### src/rtl/pts_pkg.sv
// Package of constants and types for the peripheral trigger sequencer
package pts_pkg;
  localparam int ADDR_W = 6;
  localparam int DATA_W = 16;
  localparam int QUEUE_DEPTH = 16;
  localparam int NUM_IN = 16;
  localparam int NUM_OUT = 16;
  // Register offsets
  localparam logic [5:0] CTRL_OFS = 6'h00;
  localparam logic [5:0] STATUS_OFS = 6'h01;
  localparam logic [5:0] EDGE_OFS = 6'h02;
  localparam logic [5:0] T0LIM_OFS = 6'h03;
  localparam logic [5:0] T1LIM_OFS = 6'h04;
  localparam logic [5:0] C0LIM_OFS = 6'h05;
  localparam logic [5:0] C1LIM_OFS = 6'h06;
  localparam logic [5:0] WDOG_OFS = 6'h07;
  localparam logic [5:0] QUEUE_OFS = 6'h10;
  // Control fields
  localparam int CTRL_EN_BIT = 0;
  localparam int CTRL_RUN_BIT = 1;
  localparam int CTRL_SSTEP_BIT = 2;
  localparam int CTRL_WDEN_BIT = 3;
  localparam logic [15:0] RESET_VALUE = 16'h0000;
  localparam logic [15:0] WDOG_RESET = 16'hFFFF;
  // Step opcode in bits 7:4, argument in bits 3:0
  localparam logic [3:0] OP_NOP = 4'h0;
  localparam logic [3:0] OP_WAIT_T0 = 4'h1;
  localparam logic [3:0] OP_WAIT_T1 = 4'h2;
  localparam logic [3:0] OP_WAIT_IN = 4'h3;
  localparam logic [3:0] OP_TRIG = 4'h4;
  localparam logic [3:0] OP_IRQ = 4'h5;
  localparam logic [3:0] OP_CNT0 = 4'h6;
  localparam logic [3:0] OP_CNT1 = 4'h7;
  localparam logic [3:0] OP_HALT = 4'h8;
  typedef enum logic [1:0] {ST_IDLE, ST_FETCH, ST_EXEC, ST_PAUSE} pts_state_type;
endpackage

### src/rtl/pts_queue_mem.sv
// Step queue memory with registered read port
`timescale 1ns/1ps
module pts_queue_mem #(
  parameter int DEPTH = 16,
  parameter int WIDTH = 8,
  parameter int AW = 4
) (
  input wire logic clk_i,
  input wire logic wr_i,
  input wire logic [AW-1:0] waddr_i,
  input wire logic [WIDTH-1:0] wdata_i,
  input wire logic [AW-1:0] raddr_i,
  output logic [WIDTH-1:0] rdata_o
);
  logic [WIDTH-1:0] mem [DEPTH];
  // Storage has no reset; software loads it before running
  always_ff @(posedge clk_i) begin
    if (wr_i) begin
      mem[waddr_i] <= wdata_i;
    end
    rdata_o <= mem[raddr_i];
  end
endmodule

### src/rtl/pts_top.sv
// Top of the peripheral trigger sequencer
`timescale 1ns/1ps
module pts_top (
  input wire logic REF_CLK_I,
  input wire logic RST_N_I,
  input wire logic [pts_pkg::ADDR_W-1:0] ADDR_I,
  input wire logic [pts_pkg::DATA_W-1:0] WDATA_I,
  input wire logic WR_I,
  input wire logic RD_I,
  output logic [pts_pkg::DATA_W-1:0] RDATA_O,
  input wire logic [pts_pkg::NUM_IN-1:0] TRIG_IN_I,
  output logic [pts_pkg::NUM_OUT-1:0] TRIG_OUT_O,
  output logic [3:0] IRQ_O,
  output logic STEP_IRQ_O,
  output logic WDOG_IRQ_O
);
  import pts_pkg::*;

  // ----------------------------------------------------------------
  // Reset release
  // ----------------------------------------------------------------
  logic rst_s1;
  logic rst_n;
  always_ff @(posedge REF_CLK_I or negedge RST_N_I) begin
    if (!RST_N_I) begin
      rst_s1 <= 1'b0;
      rst_n <= 1'b0;
    end else begin
      rst_s1 <= 1'b1;
      rst_n <= rst_s1;
    end
  end

  // ----------------------------------------------------------------
  // Registers
  // ----------------------------------------------------------------
  logic [3:0] ctrl;
  logic [15:0] edge_sel;
  logic [15:0] t0_lim;
  logic [15:0] t1_lim;
  logic [15:0] c0_lim;
  logic [15:0] c1_lim;
  logic [15:0] wd_lim;
  logic [3:0] next_ctrl;
  logic [15:0] next_edge_sel;
  logic [15:0] next_t0_lim;
  logic [15:0] next_t1_lim;
  logic [15:0] next_c0_lim;
  logic [15:0] next_c1_lim;
  logic [15:0] next_wd_lim;
  logic running;
  logic halt_req;
  logic wd_fire;

  assign running = ctrl[CTRL_EN_BIT] & ctrl[CTRL_RUN_BIT];

  always_comb begin
    next_ctrl = ctrl;
    next_edge_sel = edge_sel;
    next_t0_lim = t0_lim;
    next_t1_lim = t1_lim;
    next_c0_lim = c0_lim;
    next_c1_lim = c1_lim;
    next_wd_lim = wd_lim;
    if (halt_req || wd_fire) begin
      next_ctrl[CTRL_RUN_BIT] = 1'b0;
    end
    if (WR_I) begin
      unique case (ADDR_I)
        CTRL_OFS: next_ctrl = WDATA_I[3:0];
        EDGE_OFS: next_edge_sel = WDATA_I;
        T0LIM_OFS: begin
          if (!running) begin
            next_t0_lim = WDATA_I;
          end
        end
        T1LIM_OFS: begin
          if (!running) begin
            next_t1_lim = WDATA_I;
          end
        end
        C0LIM_OFS: next_c0_lim = WDATA_I;
        C1LIM_OFS: next_c1_lim = WDATA_I;
        WDOG_OFS: next_wd_lim = WDATA_I;
        default: ;
      endcase
    end
  end

  always_ff @(posedge REF_CLK_I or negedge rst_n) begin
    if (!rst_n) begin
      ctrl <= RESET_VALUE[3:0];
      edge_sel <= RESET_VALUE;
      t0_lim <= RESET_VALUE;
      t1_lim <= RESET_VALUE;
      c0_lim <= RESET_VALUE;
      c1_lim <= RESET_VALUE;
      wd_lim <= WDOG_RESET;
    end else begin
      ctrl <= next_ctrl;
      edge_sel <= next_edge_sel;
      t0_lim <= next_t0_lim;
      t1_lim <= next_t1_lim;
      c0_lim <= next_c0_lim;
      c1_lim <= next_c1_lim;
      wd_lim <= next_wd_lim;
    end
  end

  // Queue writes go through only while EN and RUN are not both set so a running step is stable
  logic q_wr;
  logic [3:0] pc;
  logic [7:0] step;
  assign q_wr = WR_I && (ADDR_I[5:4] == QUEUE_OFS[5:4]) && !running;

  pts_queue_mem #(
    .DEPTH(QUEUE_DEPTH),
    .WIDTH(8),
    .AW(4)
  ) u_queue (
    .clk_i(REF_CLK_I),
    .wr_i(q_wr),
    .waddr_i(ADDR_I[3:0]),
    .wdata_i(WDATA_I[7:0]),
    .raddr_i(pc),
    .rdata_o(step)
  );

  // ----------------------------------------------------------------
  // Input edge detection
  // ----------------------------------------------------------------
  logic [NUM_IN-1:0] in_prev;
  logic [NUM_IN-1:0] in_hit;
  // Falling edge when the select bit is 1, rising otherwise
  assign in_hit = ((in_prev & ~TRIG_IN_I) & edge_sel) |
                  ((~in_prev & TRIG_IN_I) & ~edge_sel);

  always_ff @(posedge REF_CLK_I or negedge rst_n) begin
    if (!rst_n) begin
      in_prev <= '0;
    end else begin
      in_prev <= TRIG_IN_I;
    end
  end

  // ----------------------------------------------------------------
  // Sequencer
  // ----------------------------------------------------------------
  pts_state_type state;
  pts_state_type next_state;
  logic [3:0] next_pc;
  logic [15:0] tmr0;
  logic [15:0] tmr1;
  logic [15:0] cnt0;
  logic [15:0] cnt1;
  logic [15:0] wd_cnt;
  logic [15:0] next_tmr0;
  logic [15:0] next_tmr1;
  logic [15:0] next_cnt0;
  logic [15:0] next_cnt1;
  logic [15:0] next_wd_cnt;
  logic [NUM_OUT-1:0] next_trig;
  logic [3:0] next_irq;
  logic next_step_irq;
  logic next_wd_irq;
  logic done;
  logic [3:0] op;
  logic [3:0] arg;
  assign op = step[7:4];
  assign arg = step[3:0];

  always_comb begin
    next_state = state;
    next_pc = pc;
    next_tmr0 = tmr0;
    next_tmr1 = tmr1;
    next_cnt0 = cnt0;
    next_cnt1 = cnt1;
    next_wd_cnt = wd_cnt;
    next_trig = '0;
    next_irq = '0;
    next_step_irq = 1'b0;
    next_wd_irq = 1'b0;
    done = 1'b0;
    halt_req = 1'b0;
    wd_fire = 1'b0;
    unique case (state)
      ST_IDLE: begin
        next_pc = 4'h0;
        if (running) begin
          next_state = ST_FETCH;
        end
      end
      ST_FETCH: begin
        // One cycle for the registered queue read
        next_tmr0 = 16'h0000;
        next_tmr1 = 16'h0000;
        next_wd_cnt = 16'h0000;
        next_state = ST_EXEC;
      end
      ST_EXEC: begin
        next_wd_cnt = wd_cnt + 16'h0001;
        unique case (op)
          OP_WAIT_T0: begin
            if (tmr0 == t0_lim) begin
              done = 1'b1;
            end else begin
              next_tmr0 = tmr0 + 16'h0001;
            end
          end
          OP_WAIT_T1: begin
            if (tmr1 == t1_lim) begin
              done = 1'b1;
            end else begin
              next_tmr1 = tmr1 + 16'h0001;
            end
          end
          OP_WAIT_IN: done = in_hit[arg];
          OP_TRIG: begin
            next_trig[arg] = 1'b1;
            done = 1'b1;
          end
          OP_IRQ: begin
            next_irq[arg[1:0]] = 1'b1;
            done = 1'b1;
          end
          OP_CNT0: begin
            // Loop back to step arg until the counter reaches its limit
            done = 1'b1;
            if (cnt0 == c0_lim) begin
              next_cnt0 = 16'h0000;
            end else begin
              next_cnt0 = cnt0 + 16'h0001;
              next_pc = arg - 4'h1;
            end
          end
          OP_CNT1: begin
            done = 1'b1;
            if (cnt1 == c1_lim) begin
              next_cnt1 = 16'h0000;
            end else begin
              next_cnt1 = cnt1 + 16'h0001;
              next_pc = arg - 4'h1;
            end
          end
          OP_HALT: begin
            halt_req = 1'b1;
            next_state = ST_IDLE;
          end
          default: done = 1'b1;
        endcase
        if (ctrl[CTRL_WDEN_BIT] && !done && wd_cnt == wd_lim) begin
          wd_fire = 1'b1;
          next_wd_irq = 1'b1;
          next_state = ST_IDLE;
        end else if (done) begin
          next_pc = next_pc + 4'h1;
          next_step_irq = ctrl[CTRL_SSTEP_BIT];
          next_state = ctrl[CTRL_SSTEP_BIT] ? ST_PAUSE : ST_FETCH;
        end
      end
      ST_PAUSE: begin
        // Single step: software rewrites run to take the next step
        if (WR_I && ADDR_I == CTRL_OFS && WDATA_I[CTRL_RUN_BIT]) begin
          next_state = ST_FETCH;
        end
      end
    endcase
    if (!running && state != ST_PAUSE) begin
      next_state = ST_IDLE;
    end
  end

  always_ff @(posedge REF_CLK_I or negedge rst_n) begin
    if (!rst_n) begin
      state <= ST_IDLE;
      pc <= 4'h0;
      tmr0 <= RESET_VALUE;
      tmr1 <= RESET_VALUE;
      cnt0 <= RESET_VALUE;
      cnt1 <= RESET_VALUE;
      wd_cnt <= RESET_VALUE;
      TRIG_OUT_O <= '0;
      IRQ_O <= 4'h0;
      STEP_IRQ_O <= 1'b0;
      WDOG_IRQ_O <= 1'b0;
    end else begin
      state <= next_state;
      pc <= next_pc;
      tmr0 <= next_tmr0;
      tmr1 <= next_tmr1;
      cnt0 <= next_cnt0;
      cnt1 <= next_cnt1;
      wd_cnt <= next_wd_cnt;
      TRIG_OUT_O <= next_trig;
      IRQ_O <= next_irq;
      STEP_IRQ_O <= next_step_irq;
      WDOG_IRQ_O <= next_wd_irq;
    end
  end

  // ----------------------------------------------------------------
  // Read port
  // ----------------------------------------------------------------
  logic [15:0] next_rdata;
  always_comb begin
    next_rdata = 16'h0000;
    if (RD_I) begin
      unique case (ADDR_I)
        CTRL_OFS: next_rdata = {12'h000, ctrl};
        STATUS_OFS: next_rdata = {8'h00, 2'b00, state, pc};
        EDGE_OFS: next_rdata = edge_sel;
        T0LIM_OFS: next_rdata = t0_lim;
        T1LIM_OFS: next_rdata = t1_lim;
        C0LIM_OFS: next_rdata = c0_lim;
        C1LIM_OFS: next_rdata = c1_lim;
        WDOG_OFS: next_rdata = wd_lim;
        default: next_rdata = 16'h0000;
      endcase
    end
  end

  always_ff @(posedge REF_CLK_I or negedge rst_n) begin
    if (!rst_n) begin
      RDATA_O <= 16'h0000;
    end else begin
      RDATA_O <= next_rdata;
    end
  end
endmodule

### config.mk
export PLATFORM = sky130hd
export DESIGN_NAME = pts_top
export DESIGN_NICKNAME = d
export VERILOG_FILES = /design/src/rtl/pts_pkg.sv /design/src/rtl/pts_queue_mem.sv /design/src/rtl/pts_top.sv
export SDC_FILE = /design/constraint.sdc
export NUM_CORES = 1
export LEC_CHECK = 0
export ABC_AREA = 1
export BUFFER_PORTS_ARGS = -buffer_cell sky130_fd_sc_hd__buf_2
export CAP_MARGIN = 20
export CORE_UTILIZATION = 44
export DETAILED_ROUTE_END_ITERATION = 12
export PLACE_DENSITY = 0.68
export SYNTH_ARGS = -nofsm -noshare
export SYNTH_HDL_FRONTEND = slang
export SYNTH_SLANG_ARGS = --single-unit
### constraint.sdc
create_clock -name REF_CLK_I -period 7.7 [get_ports REF_CLK_I]
set_input_delay 1.155 -clock REF_CLK_I [delete_from_list [all_inputs] [get_ports REF_CLK_I]]
set_output_delay 1.155 -clock REF_CLK_I [all_outputs]
set_load 0.03 [all_outputs]
# == Word-level counts from Yosys, hierarchy flattened ==
# Memory sizes are Yosys's and may differ from the RTL's. A register that Yosys moved wholly into a read port is not among the register bits.
# Index checks and enable logic that the tools add are counted.
# word_totals
mem_bits_rw,128
n_memories,1
inputBits,42
ff_bits,242
# classes
n_eq_ne,32
reduce_logical,28
muxes,52
add_sub_neg,7
n_lt_le_gt_ge,4
bitwise,10
# mem_list
name,depth,word_bits,rd,rd_clocked_by_memory_dff,wr,line_no,source
u_queue.mem,16,8,1,1,1,pts_queue_mem.sv:15,logic [WIDTH-1:0] mem [DEPTH];
# ops
operator,count
$mux W16,9
$pmux W16 S8,1
$pmux W16 S2,3
$add A16 B1 Y16 const B,5
$eq A16 B16 Y1,5
$and A16 B16 Y16,4
$not A16 Y16,3
$mux W4,7
$eq A6 B3 Y1 const B,4
$mux W2,9
$eq A4 B3 Y1 const B,4
$mux W1,16
$or A16 B16 Y16,1
$pmux W4 S2,2
$reduce_and A3 Y1,5
$reduce_and A2 Y1,7
$eq A6 B2 Y1 const B,2
$logic_and A1 B1 Y1,9
$eq A4 B2 Y1 const B,2
$pmux W2 S4,1
$eq A6 B1 Y1 const B,1
$logic_not A6 Y1,1
$ne A2 B2 Y1 const B,3
$ne A3 B3 Y1 const B,2
other kinds (22),27

# == Logic depth before layout (Yosys ltp) ==
# Gate-level depths: netlist of run 1.
# depth
ltp_word,17
ltp_mapped,17

# == Cells and area by module ==
# Synthesis of run 1 repeated with hierarchy kept, for this count alone.
# unflattened
cells_unflattened,2194
area_unflattened_um2,18510.3
# modules_own_cells
module,area_per_inst_um2,cells_each,seq_area_each_um2,instances
pts_top,12743.5,1643,6075.8,1
pts_queue_mem,5766.8,551,4003.8,1

# == Worst setup path before layout of run 1 ==
# OpenSTA, ideal clock, no wires.
# synth_timing
path_type,input -> register
start,in WR_I
end,mem u_queue.mem[6][0] (enable)
path_stages,6
arrival_time_ns,2.096
slack_ns,5.234
n_path_buf,0
cell_sequence,inv_1 -> nor2_1 -> nand2_1 -> nor2_1 -> nand3_1 -> nor2_1
# synth_via
elab_chain_cells,4
# synth_rtl
item,line_no,source
from (decl),pts_top.sv:8,"input wire logic WR_I,"
$logic_and A1 B1 Y1 (2 in a row),pts_top.sv:114,assign q_wr = WR_I && (ADDR_I[5:4] == QUEUE_OFS[5:4]) && !running;
$mux W1,pts_queue_mem.sv:18,if (wr_i) begin
$mux W1 (not written as such),pts_queue_mem.sv:19,mem[waddr_i] <= wdata_i;
to (decl),pts_queue_mem.sv:15,
# No other way between the ends.

# == Final worst setup path of run 1 ==
# layout_timing
start,in ADDR_I[3] (netlist bit)
end,reg t0_lim[14]
# layout_via
elab_chain_cells,2
# layout_rtl
item,line_no,source
from (decl),pts_top.sv:6,"input wire logic [pts_pkg::ADDR_W-1:0] ADDR_I,"
$eq A6 B2 Y1,pts_top.sv:69,unique case (ADDR_I)
$reduce_and A3 Y1 (no source line),-,
to (signal assigned),pts_top.sv:102,t0_lim <= next_t0_lim;
to (decl),pts_top.sv:39,logic [15:0] t0_lim;
# No other way between the ends.
# A chain may end at the register's enable or synchronous reset.

==> impl_results.html, run 1 <==
<table>
<tr><th>Metric</th><th>Value</th></tr>
<tr><th colspan="2">Min path</th></tr>
<tr><td>Hold/Removal Path Class</td><td>in2async</td></tr>
<tr><th colspan="2">Clock tree</th></tr>
<tr><td>Maximum level of the CTS H-tree</td><td>2</td></tr>
<tr><td>Worst-skew pair later-pin latency</td><td>between 500 and 600 ps</td></tr>
<tr><td>Number of clock buffers inserted by TritonCTS</td><td>42</td></tr>
<tr><td>TritonCTS sink count</td><td>378</td></tr>
<tr><td>Clock slew at reported path FFs</td><td>60 ps</td></tr>
<tr><td>CTS root buf</td><td>clkbuf_16</td></tr>
<tr><td>Post-cts repair resize count</td><td>0</td></tr>
<tr><td>CTS hold repair buffers</td><td>0</td></tr>
<tr><td>CTS tree</td><td>built</td></tr>
<tr><td>Post-CTS Setup Inserts</td><td>0</td></tr>
<tr><td>CTS Buffer Depth</td><td>3</td></tr>
<tr><th colspan="2">Timing</th></tr>
<tr><td>Number of pins exceeding their max-slew limit in the final report</td><td>0</td></tr>
<tr><td>Timing-limited maximum frequency</td><td>0.277 GHz</td></tr>
<tr><td>Final min period</td><td>3610 ps</td></tr>
<tr><td>Hold_ws</td><td>~350 ps</td></tr>
<tr><td>Post-route fraction of the period consumed by the critical path</td><td>0.469</td></tr>
<tr><td>Setup repair after global routing missed its margin</td><td>false</td></tr>
<tr><td>Worst-Margin Slew</td><td>1050 ps</td></tr>
<tr><td>Max-slew headroom at the worst pin</td><td>0.301</td></tr>
<tr><td>Final sum of negative setup slack</td><td>0 ps</td></tr>
<tr><td>Final setup viols</td><td>0</td></tr>
<tr><td>Setup skew after layout</td><td>15.8 ps</td></tr>
<tr><td>Count of endpoints failing hold in the final timing report</td><td>0</td></tr>
<tr><td>Final worst slack</td><td>4090 ps</td></tr>
<tr><th colspan="2">Power</th></tr>
<tr><td>LEAKAGE</td><td>0.00869 µW</td></tr>
<tr><td>Combinational share of power</td><td>0.060</td></tr>
<tr><td>Net Switching</td><td>1130 µW</td></tr>
<tr><td>Maximum VDD drop</td><td>roughly 150 µV</td></tr>
<tr><td>Internal power</td><td>about 3400 µW</td></tr>
<tr><td>Flop pwr share</td><td>0.505</td></tr>
<tr><td>Relative contribution of the clock network to total power</td><td>0.435</td></tr>
<tr><td>Post-route total power</td><td>around 4500 µW</td></tr>
<tr><td>Net Sw Frac</td><td>0.251</td></tr>
<tr><td>Pwr dens</td><td>226 nW/µm²</td></tr>
<tr><th colspan="2">Synth</th></tr>
<tr><td>Proportion of netlist area held by the largest area contributor</td><td>0.319</td></tr>
<tr><td>Number of synthesized flops with an enable pin</td><td>128</td></tr>
<tr><td>Unique masters post-synth</td><td>50</td></tr>
<tr><td>Cell count after synthesis</td><td>1,967</td></tr>
<tr><td>Synthesized net count</td><td>2,024</td></tr>
<tr><td>Mean post-synth cell area</td><td>~9.0 µm²</td></tr>
<tr><td>Commonest cells post-synth</td><td>413 x nand2_1, 239 x nor2_1, 226 x dfrtp_1</td></tr>
<tr><td>Cell area after synthesis</td><td>17,700 µm²</td></tr>
<tr><td>Synth Flop Type</td><td>dfrtp_1</td></tr>
<tr><td>Synthesis Warnings</td><td>0</td></tr>
<tr><td>Sequential-to-total area share from yosys stat</td><td>0.569</td></tr>
<tr><td>Cell types occupying the most area after synthesis</td><td>dfrtp_1 32%, edfxtp_1 22%, nand2_1 8.7%</td></tr>
<tr><td>Flip-flop and latch count after synthesis</td><td>around 380</td></tr>
<tr><td>Ys async rst share</td><td>0.640</td></tr>
<tr><td>Library cell with the largest summed area after synthesis</td><td>dfrtp_1</td></tr>
<tr><td>Most frequent cell after synthesis</td><td>nand2_1</td></tr>
<tr><th colspan="2">Global route</th></tr>
<tr><td>Via count of the first global-routing pass</td><td>13,486</td></tr>
<tr><td>Number of antenna violations at the first check in global routing</td><td>3</td></tr>
<tr><td>Total grt overflow</td><td>0</td></tr>
<tr><td>Global-route wire length before repair</td><td>76.9 mm</td></tr>
<tr><td>Maximum number of pins on one net before global-route repair</td><td>173</td></tr>
<tr><td>Total GRT Usage</td><td>0.244</td></tr>
<tr><th colspan="2">Finish</th></tr>
<tr><td>Post-route design area</td><td>about 20,000 µm²</td></tr>
<tr><td>Fraction of layout cells with a size suffix above 1</td><td>0.105</td></tr>
<tr><td>Number of flip-flops under the largest register name</td><td>128</td></tr>
<tr><td>Synth-to-Final Area Change</td><td>12.4%</td></tr>
<tr><td>Most flop-heavy register</td><td>u_queue.mem</td></tr>
<tr><td>Layout filler cell count</td><td>approximately 3,700</td></tr>
<tr><td>Final antenna diode count</td><td>0</td></tr>
<tr><td>Count of nets after finishing</td><td>2,090</td></tr>
<tr><th colspan="2">Die</th></tr>
<tr><td>Boundary Pins</td><td>80</td></tr>
<tr><td>Die Span Y</td><td>203 µm</td></tr>
<tr><td>Die area</td><td>between 40,000 and 50,000 µm²</td></tr>
<tr><td>Row cnt</td><td>73</td></tr>
<tr><td>Standard cell core area</td><td>39,700 µm²</td></tr>
<tr><td>Die width</td><td>203 µm</td></tr>
<tr><td>Initial cell density of the core</td><td>0.446</td></tr>
<tr><th colspan="2">Worst setup path</th></tr>
<tr><td>Endpoint of the lowest-slack register-to-register path</td><td>tmr1[5]</td></tr>
<tr><td>Required time of the worst setup path</td><td>8170 ps</td></tr>
<tr><td>Cell depth of the worst flop-to-flop path</td><td>12</td></tr>
<tr><td>Critical R2R Launch</td><td>state[0]</td></tr>
<tr><td>Worst Setup End Kind</td><td>flip-flop</td></tr>
<tr><td>Worst Setup Start Kind</td><td>input pin</td></tr>
<tr><td>Flop2flop setup slack</td><td>4550 ps</td></tr>
<tr><td>Classification of the worst setup path</td><td>in2reg</td></tr>
<tr><td>Critical path fanouts, max</td><td>32</td></tr>
<tr><td>Last element of the critical path</td><td>t0_lim[14]</td></tr>
<tr><td>Critical path data arrival time</td><td>slightly above 4000 ps</td></tr>
<tr><td>Startpoint of the most critical setup path</td><td>ADDR_I[3]</td></tr>
<tr><th colspan="2">Place</th></tr>
<tr><td>Gp weighted congestion</td><td>0.943</td></tr>
<tr><td>Sum of net half-perimeters after detailed placement</td><td>34.5 mm</td></tr>
<tr><td>Placed Area</td><td>roughly 19,000 µm²</td></tr>
<tr><td>Port Buf Inserts</td><td>79</td></tr>
<tr><td>Post-placement setup slack</td><td>3610 ps</td></tr>
<tr><th colspan="2">Detailed routing</th></tr>
<tr><td>Drt initial violations</td><td>1,494</td></tr>
<tr><td>Average routed wire per standard cell</td><td>about 19 µm</td></tr>
<tr><td>DRC</td><td>0</td></tr>
<tr><td>Final Routed Wirelength</td><td>49.4 mm</td></tr>
<tr><td>Routed via count</td><td>14,224</td></tr>
<tr><td>Detailed-route vias per instance</td><td>5.49</td></tr>
<tr><td>Post-DRT Antenna Nets</td><td>0</td></tr>
<tr><td>Drt pass-1 iters</td><td>6</td></tr>
<tr><th colspan="2">Job</th></tr>
<tr><td>Number of maximum-capacitance violations</td><td>0</td></tr>
<tr><th colspan="2">Run status</th></tr>
<tr><td>Outcome</td><td>complete, no violations</td></tr>
</table>
## through the flow
step / instances / utilization
finish: 2591 / 0.501
global route: 2591 / 0.501
CTS: 2591 / 0.501
detailed placement: 2514 / 0.468
global placement: 2514 / 0.468
floorplan: 1967 / -
## placed cells by master, fill, tap and decap left out, types with 7 or more instances in the layout
cell type  count
nand2_1      413
nor2_1       239
dfrtp_1      225
o21ai_0      204
inv_1        192
edfxtp_1     128
nand3_1      101
buf_2         79
xor2_1        58
a21oi_1       45
clkbuf_16     43
nor3_1        38
o22ai_1       21
o221ai_1      21
inv_2         17
dfstp_2       16
nand3b_1      15
nand4_1       15
ha_1          15
a221oi_1      14
o211ai_1      13
o31ai_1       13
clkinv_1      12
o21ai_1       11
nor2_2        10
a22oi_1        9
nand2_2        8
clkbuf_1       8
dfxtp_1        8
clkinv_2       7
nor4_1         7
## logic make-up (layout without fill, tap and decap cells)
family,count (synthesis),after routing,share of synthesized area
and+or+nand+nor,870,870,0.211
other,1,1,0.000212
xor gates and xnor gates,64,64,0.0316
adders and majority gates,15,15,0.0106
AOI/OAI and AO/OA,362,362,0.118
buffers and inverters,277,376,0.0602
DFF,378,378,0.569
## worst min-delay path by stage
stage,slack [ps],to,start
2_1_floorplan,330,rst_n,rst_s1
3_3_place_gp,340,rst_n,rst_s1
3_5_place_dp,340,rst_n,rst_s1
4_1_cts,330,rst_n,RST_N_I
5_1_grt,340,rst_n,RST_N_I
6_report,350,rst_n,RST_N_I
## worst max-delay path, cell delays in order
cell     delay [ps]
buf_2           120
nor2_1          240
inv_1           150
nor2_1          230
inv_1           130
nor2_1          790
nand2_1         790
o21ai_0         450
## power by group through the flow
stage          combinational (µW)  clock (µW)  sequential [µW]
2_1_floorplan                 167           0             2280
3_3_place_gp                  259           0             2310
3_5_place_dp                  268           0             2310
4_1_cts                       270        1980             2270
5_1_grt                       310        2050             2280
6_report                      270        1960             2270
## cell type report
class	instances	area, µm²	area share
Clock inverter	21	164	0.00823
Tap cell	525	657	0.0330
Clock buffer	56	1170	0.0587
Inverter	213	801	0.0402
Multi-Input combinational cell	1312	6580	0.330
Timing Repair Buffer	86	460	0.0231
Sequential cell	378	10100	0.506
## per-layer routing
| metal | track usage | part of all wire |
|---|---|---|
| met1 | 0.331 | 0.42 |
| met4 | 0.101 | 0.038 |
| met2 | 0.390 | 0.46 |
| met3 | 0.0388 | 0.080 |
| met5 | 0 | 0 |
Note: power is estimated with default switching activity, not from simulation.
==> run 2: changes to the inputs <==
PLACE_DENSITY = 0.65   (was 0.68)
clock period = 3.51 ns   (was 7.7 ns; I/O delays follow)
==> run 2 against run 1 <==
  * Final cell count grew 0.66%
  * Clock skew is 24 ps higher
  * Largest cell class unchanged
  * Total power up 120%
  * Combinational power up 130%
  * Worst setup slack got worse by 3100 ps
  * Register-to-register slack worse by 3600 ps
  * Global-route usage increased by 0.71 points
  * Worst hold slack worse by 300 ps
  * Die area did not move
  * Highest routed layer is now met5
  * Count of clock-buffer cells in the layout up 1
  * Cell area grew 1.2%
  * Critical path depth is 2 higher
==> impl_results.html, run 2 (synthesis gave the netlist of run 1 again) <==
<table>
<tr><th>Metric</th><th>Value</th></tr>
<tr><th colspan="2">Run status</th></tr>
<tr><td>Outcome</td><td>complete, no violations</td></tr>
<tr><th colspan="2">Worst setup path</th></tr>
<tr><td>Ordered list of cells on the worst path</td><td>inv_1, ha_1, nor2_1, inv_1, nand2_1, nand2_1, nor3_2, nand3_1, nand2_1, nor2_1</td></tr>
<tr><td>Kind of cell adding the most delay to the critical path</td><td>simple AND/OR/NAND/NOR gates</td></tr>
<tr><td>Critical R2R Launch</td><td>state[0]</td></tr>
<tr><td>Endpoint of the lowest-slack register-to-register path</td><td>tmr0[7]</td></tr>
<tr><td>Buffers and inverters on the worst path</td><td>2 (-1)</td></tr>
<tr><td>Critical path fanouts, max</td><td>13 (-59%)</td></tr>
<tr><td>Crit-path most repeated cell</td><td>nand2_1</td></tr>
<tr><td>Cell depth of the worst flop-to-flop path</td><td>10 (-2)</td></tr>
<tr><td>Critical path data arrival time</td><td>2980 ps (-1100 ps)</td></tr>
<tr><td>Crit-path max cell delay</td><td>440 ps (-350 ps)</td></tr>
<tr><td>Flop2flop setup slack</td><td>1000 ps (-3550 ps)</td></tr>
<tr><td>Worst Setup Start Kind</td><td>flip-flop</td></tr>
<tr><td>Required time of the worst setup path</td><td>3980 ps (-4190 ps)</td></tr>
<tr><td>Slowest CP cell</td><td>ha_1</td></tr>
<tr><td>Worst Setup End Kind</td><td>flip-flop</td></tr>
<tr><td>Startpoint of the most critical setup path</td><td>state[0]</td></tr>
<tr><td>Classification of the worst setup path</td><td>reg2reg</td></tr>
<tr><th colspan="2">Detailed routing</th></tr>
<tr><td>Post-DRT Antenna Nets</td><td>0 (unchanged)</td></tr>
<tr><td>Final Routed Wirelength</td><td>50.4 mm (+2.0%)</td></tr>
<tr><td>Drt initial violations</td><td>1,199 (-20%)</td></tr>
<tr><td>Routed via count</td><td>14,138 (-0.60%)</td></tr>
<tr><td>DRC</td><td>0 (unchanged)</td></tr>
<tr><td>Drt pass-1 iters</td><td>5 (-1)</td></tr>
<tr><td>Detailed-route vias per instance</td><td>5.42 (-1.3%)</td></tr>
<tr><td>Average routed wire per standard cell</td><td>19.3 µm (+1.3%)</td></tr>
<tr><th colspan="2">Finish</th></tr>
<tr><td>Top library cells by usage in the layout, fill and taps aside</td><td>413 x nand2_1, 239 x nor2_1, 224 x dfrtp_1</td></tr>
<tr><td>Layout filler cell count</td><td>3,666 (+0.14%)</td></tr>
<tr><td>Synth-to-Final Area Change</td><td>13.7%</td></tr>
<tr><td>Number of flip-flops under the largest register name</td><td>128 (unchanged)</td></tr>
<tr><td>Count of nets after finishing</td><td>2,108 (+0.86%)</td></tr>
<tr><td>Most flop-heavy register</td><td>u_queue.mem</td></tr>
<tr><td>Commonest non-fill, non-tap cell in the layout</td><td>nand2_1</td></tr>
<tr><td>Combined area of the multi-input logic cells</td><td>6580 µm² (unchanged)</td></tr>
<tr><td>Fraction of layout cells with a size suffix above 1</td><td>0.115 (+0.00976)</td></tr>
<tr><td>Sequential standard cell area</td><td>10,100 µm² (about the same)</td></tr>
<tr><th colspan="2">Die</th></tr>
<tr><td>Die area</td><td>41,100 µm² (unchanged)</td></tr>
<tr><td>Initial cell density of the core</td><td>0.446 (unchanged)</td></tr>
<tr><td>Row cnt</td><td>73 (unchanged)</td></tr>
<tr><td>Die Span Y</td><td>203 µm (unchanged)</td></tr>
<tr><td>Standard cell core area</td><td>39,700 µm² (unchanged)</td></tr>
<tr><td>Die width</td><td>203 µm (unchanged)</td></tr>
<tr><td>Boundary Pins</td><td>80 (unchanged)</td></tr>
<tr><th colspan="2">Timing</th></tr>
<tr><td>Timing-limited maximum frequency</td><td>0.398 GHz</td></tr>
<tr><td>Post-route fraction of the period consumed by the critical path</td><td>0.715</td></tr>
<tr><td>Max-slew headroom at the worst pin</td><td>0.355 (+0.0538)</td></tr>
<tr><td>Worst-Margin Slew</td><td>967 ps (-81.8 ps)</td></tr>
<tr><td>Setup repair after global routing missed its margin</td><td>false</td></tr>
<tr><td>Number of pins exceeding their max-slew limit in the final report</td><td>0 (unchanged)</td></tr>
<tr><td>Count of endpoints failing hold in the final timing report</td><td>0 (unchanged)</td></tr>
<tr><td>Final setup viols</td><td>0 (unchanged)</td></tr>
<tr><td>Final min period</td><td>2510 ps</td></tr>
<tr><td>Final sum of negative setup slack</td><td>0 ps (unchanged)</td></tr>
<tr><td>Hold_ws</td><td>52.2 ps (-297 ps)</td></tr>
<tr><td>Setup skew after layout</td><td>39.7 ps (+24.0 ps)</td></tr>
<tr><th colspan="2">Global route</th></tr>
<tr><td>Total GRT Usage</td><td>0.251 (+0.00709)</td></tr>
<tr><td>Total grt overflow</td><td>0 (unchanged)</td></tr>
<tr><td>Maximum number of pins on one net before global-route repair</td><td>66 (-62%)</td></tr>
<tr><td>Number of antenna violations at the first check in global routing</td><td>4 (+1)</td></tr>
<tr><td>Global-route wire length before repair</td><td>78.9 mm (+2.6%)</td></tr>
<tr><td>Via count of the first global-routing pass</td><td>13,669 (+1.4%)</td></tr>
<tr><th colspan="2">Place</th></tr>
<tr><td>Sum of net half-perimeters after detailed placement</td><td>36.1 mm (+4.7%)</td></tr>
<tr><td>Port Buf Inserts</td><td>79 (unchanged)</td></tr>
<tr><td>Gp weighted congestion</td><td>0.935 (-0.88%)</td></tr>
<tr><th colspan="2">Power</th></tr>
<tr><td>Combinational share of power</td><td>0.061 (about the same)</td></tr>
<tr><td>Maximum VDD drop</td><td>408 µV (+170%)</td></tr>
<tr><td>Flop pwr share</td><td>0.494 (-0.011)</td></tr>
<tr><td>Net Sw Frac</td><td>0.249 (-0.00185)</td></tr>
<tr><td>Net Switching</td><td>2510 µW (+120%)</td></tr>
<tr><td>Internal power</td><td>7560 µW (+120%)</td></tr>
<tr><td>Relative contribution of the clock network to total power</td><td>0.445 (+0.010)</td></tr>
<tr><td>Pwr dens</td><td>500 nW/µm² (+120%)</td></tr>
<tr><td>LEAKAGE</td><td>0.00882 µW (+1.5%)</td></tr>
<tr><th colspan="2">Min path</th></tr>
<tr><td>Min-delay src</td><td>TRIG_IN_I[15]</td></tr>
<tr><td>Hold/Removal Path Class</td><td>in2reg</td></tr>
<tr><td>Endpoint, Worst Hold</td><td>in_prev[15]</td></tr>
<tr><td>Worst Hold Depth</td><td>1</td></tr>
<tr><th colspan="2">Clock tree</th></tr>
<tr><td>Post-cts repair resize count</td><td>0 (unchanged)</td></tr>
<tr><td>CTS tree</td><td>built</td></tr>
<tr><td>Clock slew at reported path FFs</td><td>60 ps (about the same)</td></tr>
<tr><td>Maximum level of the CTS H-tree</td><td>2 (unchanged)</td></tr>
<tr><td>CTS root buf</td><td>clkbuf_16</td></tr>
<tr><td>CTS Buffer Depth</td><td>3 (unchanged)</td></tr>
<tr><td>Number of clock buffers inserted by TritonCTS</td><td>42 (unchanged)</td></tr>
<tr><td>TritonCTS sink count</td><td>378 (unchanged)</td></tr>
<tr><td>Worst-skew pair later-pin latency</td><td>610 ps (+30 ps)</td></tr>
<tr><th colspan="2">Job</th></tr>
<tr><td>Number of maximum-capacitance violations</td><td>0 (unchanged)</td></tr>
</table>
[run 2: changes by cell type in the layout (fill, tap and decap cells not counted), moves of 2 or more]
cell,before,now
buf_4,6,21
clkinv_1,12,4
clkinv_2,7,11
buf_12,1,3
bufinv_16,1,3
clkbuf_1,8,10
clkinv_16,0,2
[run 2: final cells by class]
type                    count  area share
flip-flops and latches    378       0.501
clock inverters            18      0.0116
multi-input cells        1312       0.327
diodes                      1    0.000124
repair buffers            104      0.0309
well taps                 525      0.0326
inverters                 213      0.0397
clock buffers              57      0.0580
[run 2: worst reg2reg max path, stage by stage (launching register included)]
cell and delay, ps:
dfrtp_1 420, inv_1 90, ha_1 440, nor2_1 380, inv_1 190, nand2_1 280, nand2_1 170, nor3_2 210
nand3_1 100, nand2_1 70, nor2_1 40
[run 2: through the flow]
step                      instance area (µm²)  worst slack, ps  utilization  instances  power (µW)
after floorplan                         17700             1080            -       1967        5360
after global placement                  18700              871        0.472       2531        5640
after detailed placement                18700              868        0.472       2531        5660
after CTS                               20100             1030        0.507       2607       10100
after global routing                    20100              812        0.507       2608       10400
final                                   20100              999        0.507       2608       10100
[run 2: routing by layer]
layer / global-route usage / vias to the layer above / routed length (µm)
met5: 0 / - / 13
met4: 0.0873 / 2 / 1570
met3: 0.0438 / 95 / 3100
met2: 0.399 / 449 / 23600
met1: 0.347 / 6856 / 22100
li1: - / 6736 / -
[run 2: what timing repair did]
item / 4_1_cts / 5_1_grt
hold endpoints to repair: 2 / 0
hold buffers: 1 / 0
buffers inserted: 0 / 0
[run 2: power by group through the flow]
stage                     combinational, µW  sequential [µW]  clock, µW
final                                   617             4970       4480
after detailed placement                612             5050          0
after CTS                               617             4970       4530
after global routing                    703             4990       4730
after floorplan                         366             4990          0
after global placement                  596             5050          0
[run 2: worst max path at each step]
stage                    endpoint  depth (start not counted)
6_report                  tmr0[7]                         10
4_1_cts                  cnt1[12]                         12
5_1_grt                   tmr0[7]                         10
3_3_place_gp           RDATA_O[1]                         11
2_1_floorplan            IRQ_O[0]                          0
3_5_place_dp   u_queue.mem[15][4]                          7
==> run 3: changes to the inputs <==
clock period = 2.4 ns   (was 3.51 ns; I/O delays follow)
==> run 3 against run 2 <==
  * Die area is the same
  * Total power grew 45%
  * Clock skew shrank 18 ps
  * Utilization grew 1.3 points
  * Sequential cell count is the same
  * Sequential power grew 46%
  * First-iteration DRC count grew 30%
  * Highest routed layer is now met4
  * Register-to-register slack lost 800 ps
  * Critical path depth grew 2
  * Count of clock-buffer cells in the layout grew 1
  * Worst setup slack lost 800 ps
==> impl_results.html, run 3 (synthesis gave the netlist of run 1 again) <==
<table>
<tr><th>Metric</th><th>Value</th></tr>
<tr><th colspan="2">Power</th></tr>
<tr><td>LEAKAGE</td><td>0.00914 µW (+3.7%)</td></tr>
<tr><td>Pwr dens</td><td>707 nW/µm² (+41%)</td></tr>
<tr><td>Maximum VDD drop</td><td>658 µV (+61%)</td></tr>
<tr><th colspan="2">Place</th></tr>
<tr><td>Post-placement setup slack</td><td>88.4 ps (-780 ps)</td></tr>
<tr><td>Port Buf Inserts</td><td>79 (unchanged)</td></tr>
<tr><td>Gp weighted congestion</td><td>1.01 (+7.7%)</td></tr>
<tr><td>Sum of net half-perimeters after detailed placement</td><td>36.9 mm (+2.0%)</td></tr>
<tr><th colspan="2">Finish</th></tr>
<tr><td>Top library cells by usage in the layout, fill and taps aside</td><td>412 x nand2_1, 238 x nor2_1, 224 x dfrtp_1</td></tr>
<tr><td>Most flop-heavy register</td><td>u_queue.mem</td></tr>
<tr><td>Commonest non-fill, non-tap cell in the layout</td><td>nand2_1</td></tr>
<tr><td>Fraction of layout cells with a size suffix above 1</td><td>0.139 (+0.0243)</td></tr>
<tr><td>Count of nets after finishing</td><td>2,172 (+3.0%)</td></tr>
<tr><td>Synth-to-Final Area Change</td><td>16.7%</td></tr>
<tr><td>Number of flip-flops under the largest register name</td><td>128 (unchanged)</td></tr>
<tr><th colspan="2">Timing</th></tr>
<tr><td>Count of endpoints failing hold in the final timing report</td><td>0 (unchanged)</td></tr>
<tr><td>Max-slew headroom at the worst pin</td><td>0.574 (+0.220)</td></tr>
<tr><td>Worst-Margin Slew</td><td>638 ps (-329 ps)</td></tr>
<tr><td>Hold_ws</td><td>103 ps (+51.2 ps)</td></tr>
<tr><td>Setup repair after global routing missed its margin</td><td>false</td></tr>
<tr><td>Final worst slack</td><td>197 ps (-802 ps)</td></tr>
<tr><td>Timing-limited maximum frequency</td><td>0.454 GHz (+14%)</td></tr>
<tr><td>Number of pins exceeding their max-slew limit in the final report</td><td>0 (unchanged)</td></tr>
<tr><td>Final min period</td><td>2200 ps (-308 ps)</td></tr>
<tr><td>Final setup viols</td><td>0 (unchanged)</td></tr>
<tr><td>Post-route fraction of the period consumed by the critical path</td><td>0.918 (+0.203)</td></tr>
<tr><td>Setup skew after layout</td><td>21.6 ps (-18.1 ps)</td></tr>
<tr><th colspan="2">Worst setup path</th></tr>
<tr><td>Critical R2R Launch</td><td>state[0]</td></tr>
<tr><td>Crit-path most repeated cell</td><td>nor3_2</td></tr>
<tr><td>Buffers and inverters on the worst path</td><td>3 (+1)</td></tr>
<tr><td>Worst Setup Start Kind</td><td>flip-flop</td></tr>
<tr><td>Classification of the worst setup path</td><td>reg2reg</td></tr>
<tr><td>Critical path fanouts, max</td><td>8 (-5)</td></tr>
<tr><td>Kind of cell adding the most delay to the critical path</td><td>simple AND/OR/NAND/NOR gates</td></tr>
<tr><td>Critical path data arrival time</td><td>2640 ps (-340 ps)</td></tr>
<tr><td>Ordered list of cells on the worst path</td><td>inv_1, ha_1, buf_4, nand2_4, nor3_2, nand2_1, inv_2, nand3_2, nor3_2, nand2_1, nor2_1, nor3_2</td></tr>
<tr><td>Required time of the worst setup path</td><td>2840 ps (-1140 ps)</td></tr>
<tr><td>Slowest CP cell</td><td>dfrtp_1</td></tr>
<tr><td>Startpoint of the most critical setup path</td><td>state[0]</td></tr>
<tr><td>Crit-path max cell delay</td><td>380 ps (-60 ps)</td></tr>
<tr><td>Worst Setup End Kind</td><td>flip-flop</td></tr>
<tr><th colspan="2">Clock tree</th></tr>
<tr><td>Post-CTS Setup Inserts</td><td>0 (unchanged)</td></tr>
<tr><td>Number of clock buffers inserted by TritonCTS</td><td>42 (unchanged)</td></tr>
<tr><td>Worst-skew pair later-pin latency</td><td>580 ps (-30 ps)</td></tr>
<tr><td>TritonCTS sink count</td><td>378 (unchanged)</td></tr>
<tr><td>Maximum level of the CTS H-tree</td><td>2 (unchanged)</td></tr>
<tr><td>CTS tree</td><td>built</td></tr>
<tr><td>CTS Buffer Depth</td><td>3 (unchanged)</td></tr>
<tr><td>CTS root buf</td><td>clkbuf_16</td></tr>
<tr><td>Clock slew at reported path FFs</td><td>60 ps (about the same)</td></tr>
<tr><th colspan="2">Detailed routing</th></tr>
<tr><td>Final Routed Wirelength</td><td>51.5 mm (+2.2%)</td></tr>
<tr><td>Drt pass-1 iters</td><td>5 (unchanged)</td></tr>
<tr><td>Detailed-route vias per instance</td><td>5.45 (+0.61%)</td></tr>
<tr><td>DRC</td><td>0 (unchanged)</td></tr>
<tr><td>Routed via count</td><td>14,589 (+3.2%)</td></tr>
<tr><td>Average routed wire per standard cell</td><td>19.3 µm (-0.34%)</td></tr>
<tr><td>Post-DRT Antenna Nets</td><td>0 (unchanged)</td></tr>
<tr><td>Drt initial violations</td><td>1,560 (+30%)</td></tr>
<tr><th colspan="2">Die</th></tr>
<tr><td>Initial cell density of the core</td><td>0.446 (unchanged)</td></tr>
<tr><td>Die width</td><td>203 µm (unchanged)</td></tr>
<tr><td>Standard cell core area</td><td>39,700 µm² (unchanged)</td></tr>
<tr><td>Die Span Y</td><td>203 µm (unchanged)</td></tr>
<tr><td>Row cnt</td><td>73 (unchanged)</td></tr>
<tr><td>Boundary Pins</td><td>80 (unchanged)</td></tr>
<tr><td>Die area</td><td>41,100 µm² (unchanged)</td></tr>
<tr><th colspan="2">Run status</th></tr>
<tr><td>Outcome</td><td>complete, no violations</td></tr>
<tr><th colspan="2">Global route</th></tr>
<tr><td>Number of antenna violations at the first check in global routing</td><td>2 (-2)</td></tr>
<tr><td>Global-route wire length before repair</td><td>80.0 mm (+1.3%)</td></tr>
<tr><td>Via count of the first global-routing pass</td><td>13,874 (+1.5%)</td></tr>
<tr><td>Maximum number of pins on one net before global-route repair</td><td>80 (+21%)</td></tr>
<tr><td>Total GRT Usage</td><td>0.255 (+0.00373)</td></tr>
<tr><td>Total grt overflow</td><td>0 (unchanged)</td></tr>
<tr><th colspan="2">Min path</th></tr>
<tr><td>Hold/Removal Path Class</td><td>in2async</td></tr>
<tr><th colspan="2">Job</th></tr>
<tr><td>Number of maximum-capacitance violations</td><td>0 (unchanged)</td></tr>
</table>
## run 3: changes by cell type in the layout (fill, tap and decap cells not counted), moves of 2 or more
cell / change
buf_4: +47
clkbuf_1: -3
clkbuf_8: +5
clkinv_16: -2
clkinv_2: +3
dlygate4sd3_1: +16
inv_6: +2
nor3_1: -2
nor3_2: +2
## run 3: final timing paths
check / endpoint / slack [ps] / cells after the start
max: cnt0[14] / 200 / 12
min: rst_n / 100 / 2
max reg2reg: cnt0[14] / 200 / 12
min reg2reg: cnt1[9] / 190 / 0
max in group asynchronous: TRIG_OUT_O[12] / 1490 / 1
min in group REF_CLK_I: u_queue.mem[12][6] / 150 / 1
## run 3: routing by layer
metal / part of all wire / wire length, µm / global-route usage
met5: 0 / 0 / 0
met2: 0.46 / 23500 / 0.398
met3: 0.069 / 3570 / 0.0382
met4: 0.042 / 2180 / 0.113
met1: 0.43 / 22300 / 0.352
## run 3: cell type report
cell class / count / area, µm²
antenna: 1 / 2.50
clock buffer: 58 / 1200
clock inverter: 20 / 171
fill: 3674 / 19100
inverter: 213 / 801
multi-input combinational: 1312 / 6610
sequential: 378 / 10100
tap: 525 / 657
timing repair buffer: 168 / 1160
## run 3: what timing repair did
item / 4_1_cts / 5_1_grt
hold buffers: 17 / 0
hold endpoints to repair: 18 / 0
endpoints found under the setup margin: 0 / 7
gates resized for setup: 0 / 6
## run 3: power by group
group / internal (µW) / leakage (µW) / switching [µW]
Sequential: 6960 / 0.00435 / 314
Combinational: 336 / 0.00409 / 628
Clock: 3730 / 0.000691 / 2650
## run 3: stage by stage
| step | setup TNS [ps] | cell area [µm²] | utilization | power [µW] | std cells |
|---|---|---|---|---|---|
| CTS | 0 | 20600 | 0.520 | 14700 | 2674 |
| global placement | 0 | 19100 | 0.481 | 8290 | 2579 |
| global route | 0 | 20700 | 0.520 | 15100 | 2674 |
| finish | 0 | 20700 | 0.520 | 14600 | 2675 |
| detailed placement | 0 | 19100 | 0.481 | 8320 | 2579 |
| floorplan | -6480 | 17700 | - | 7840 | 1967 |
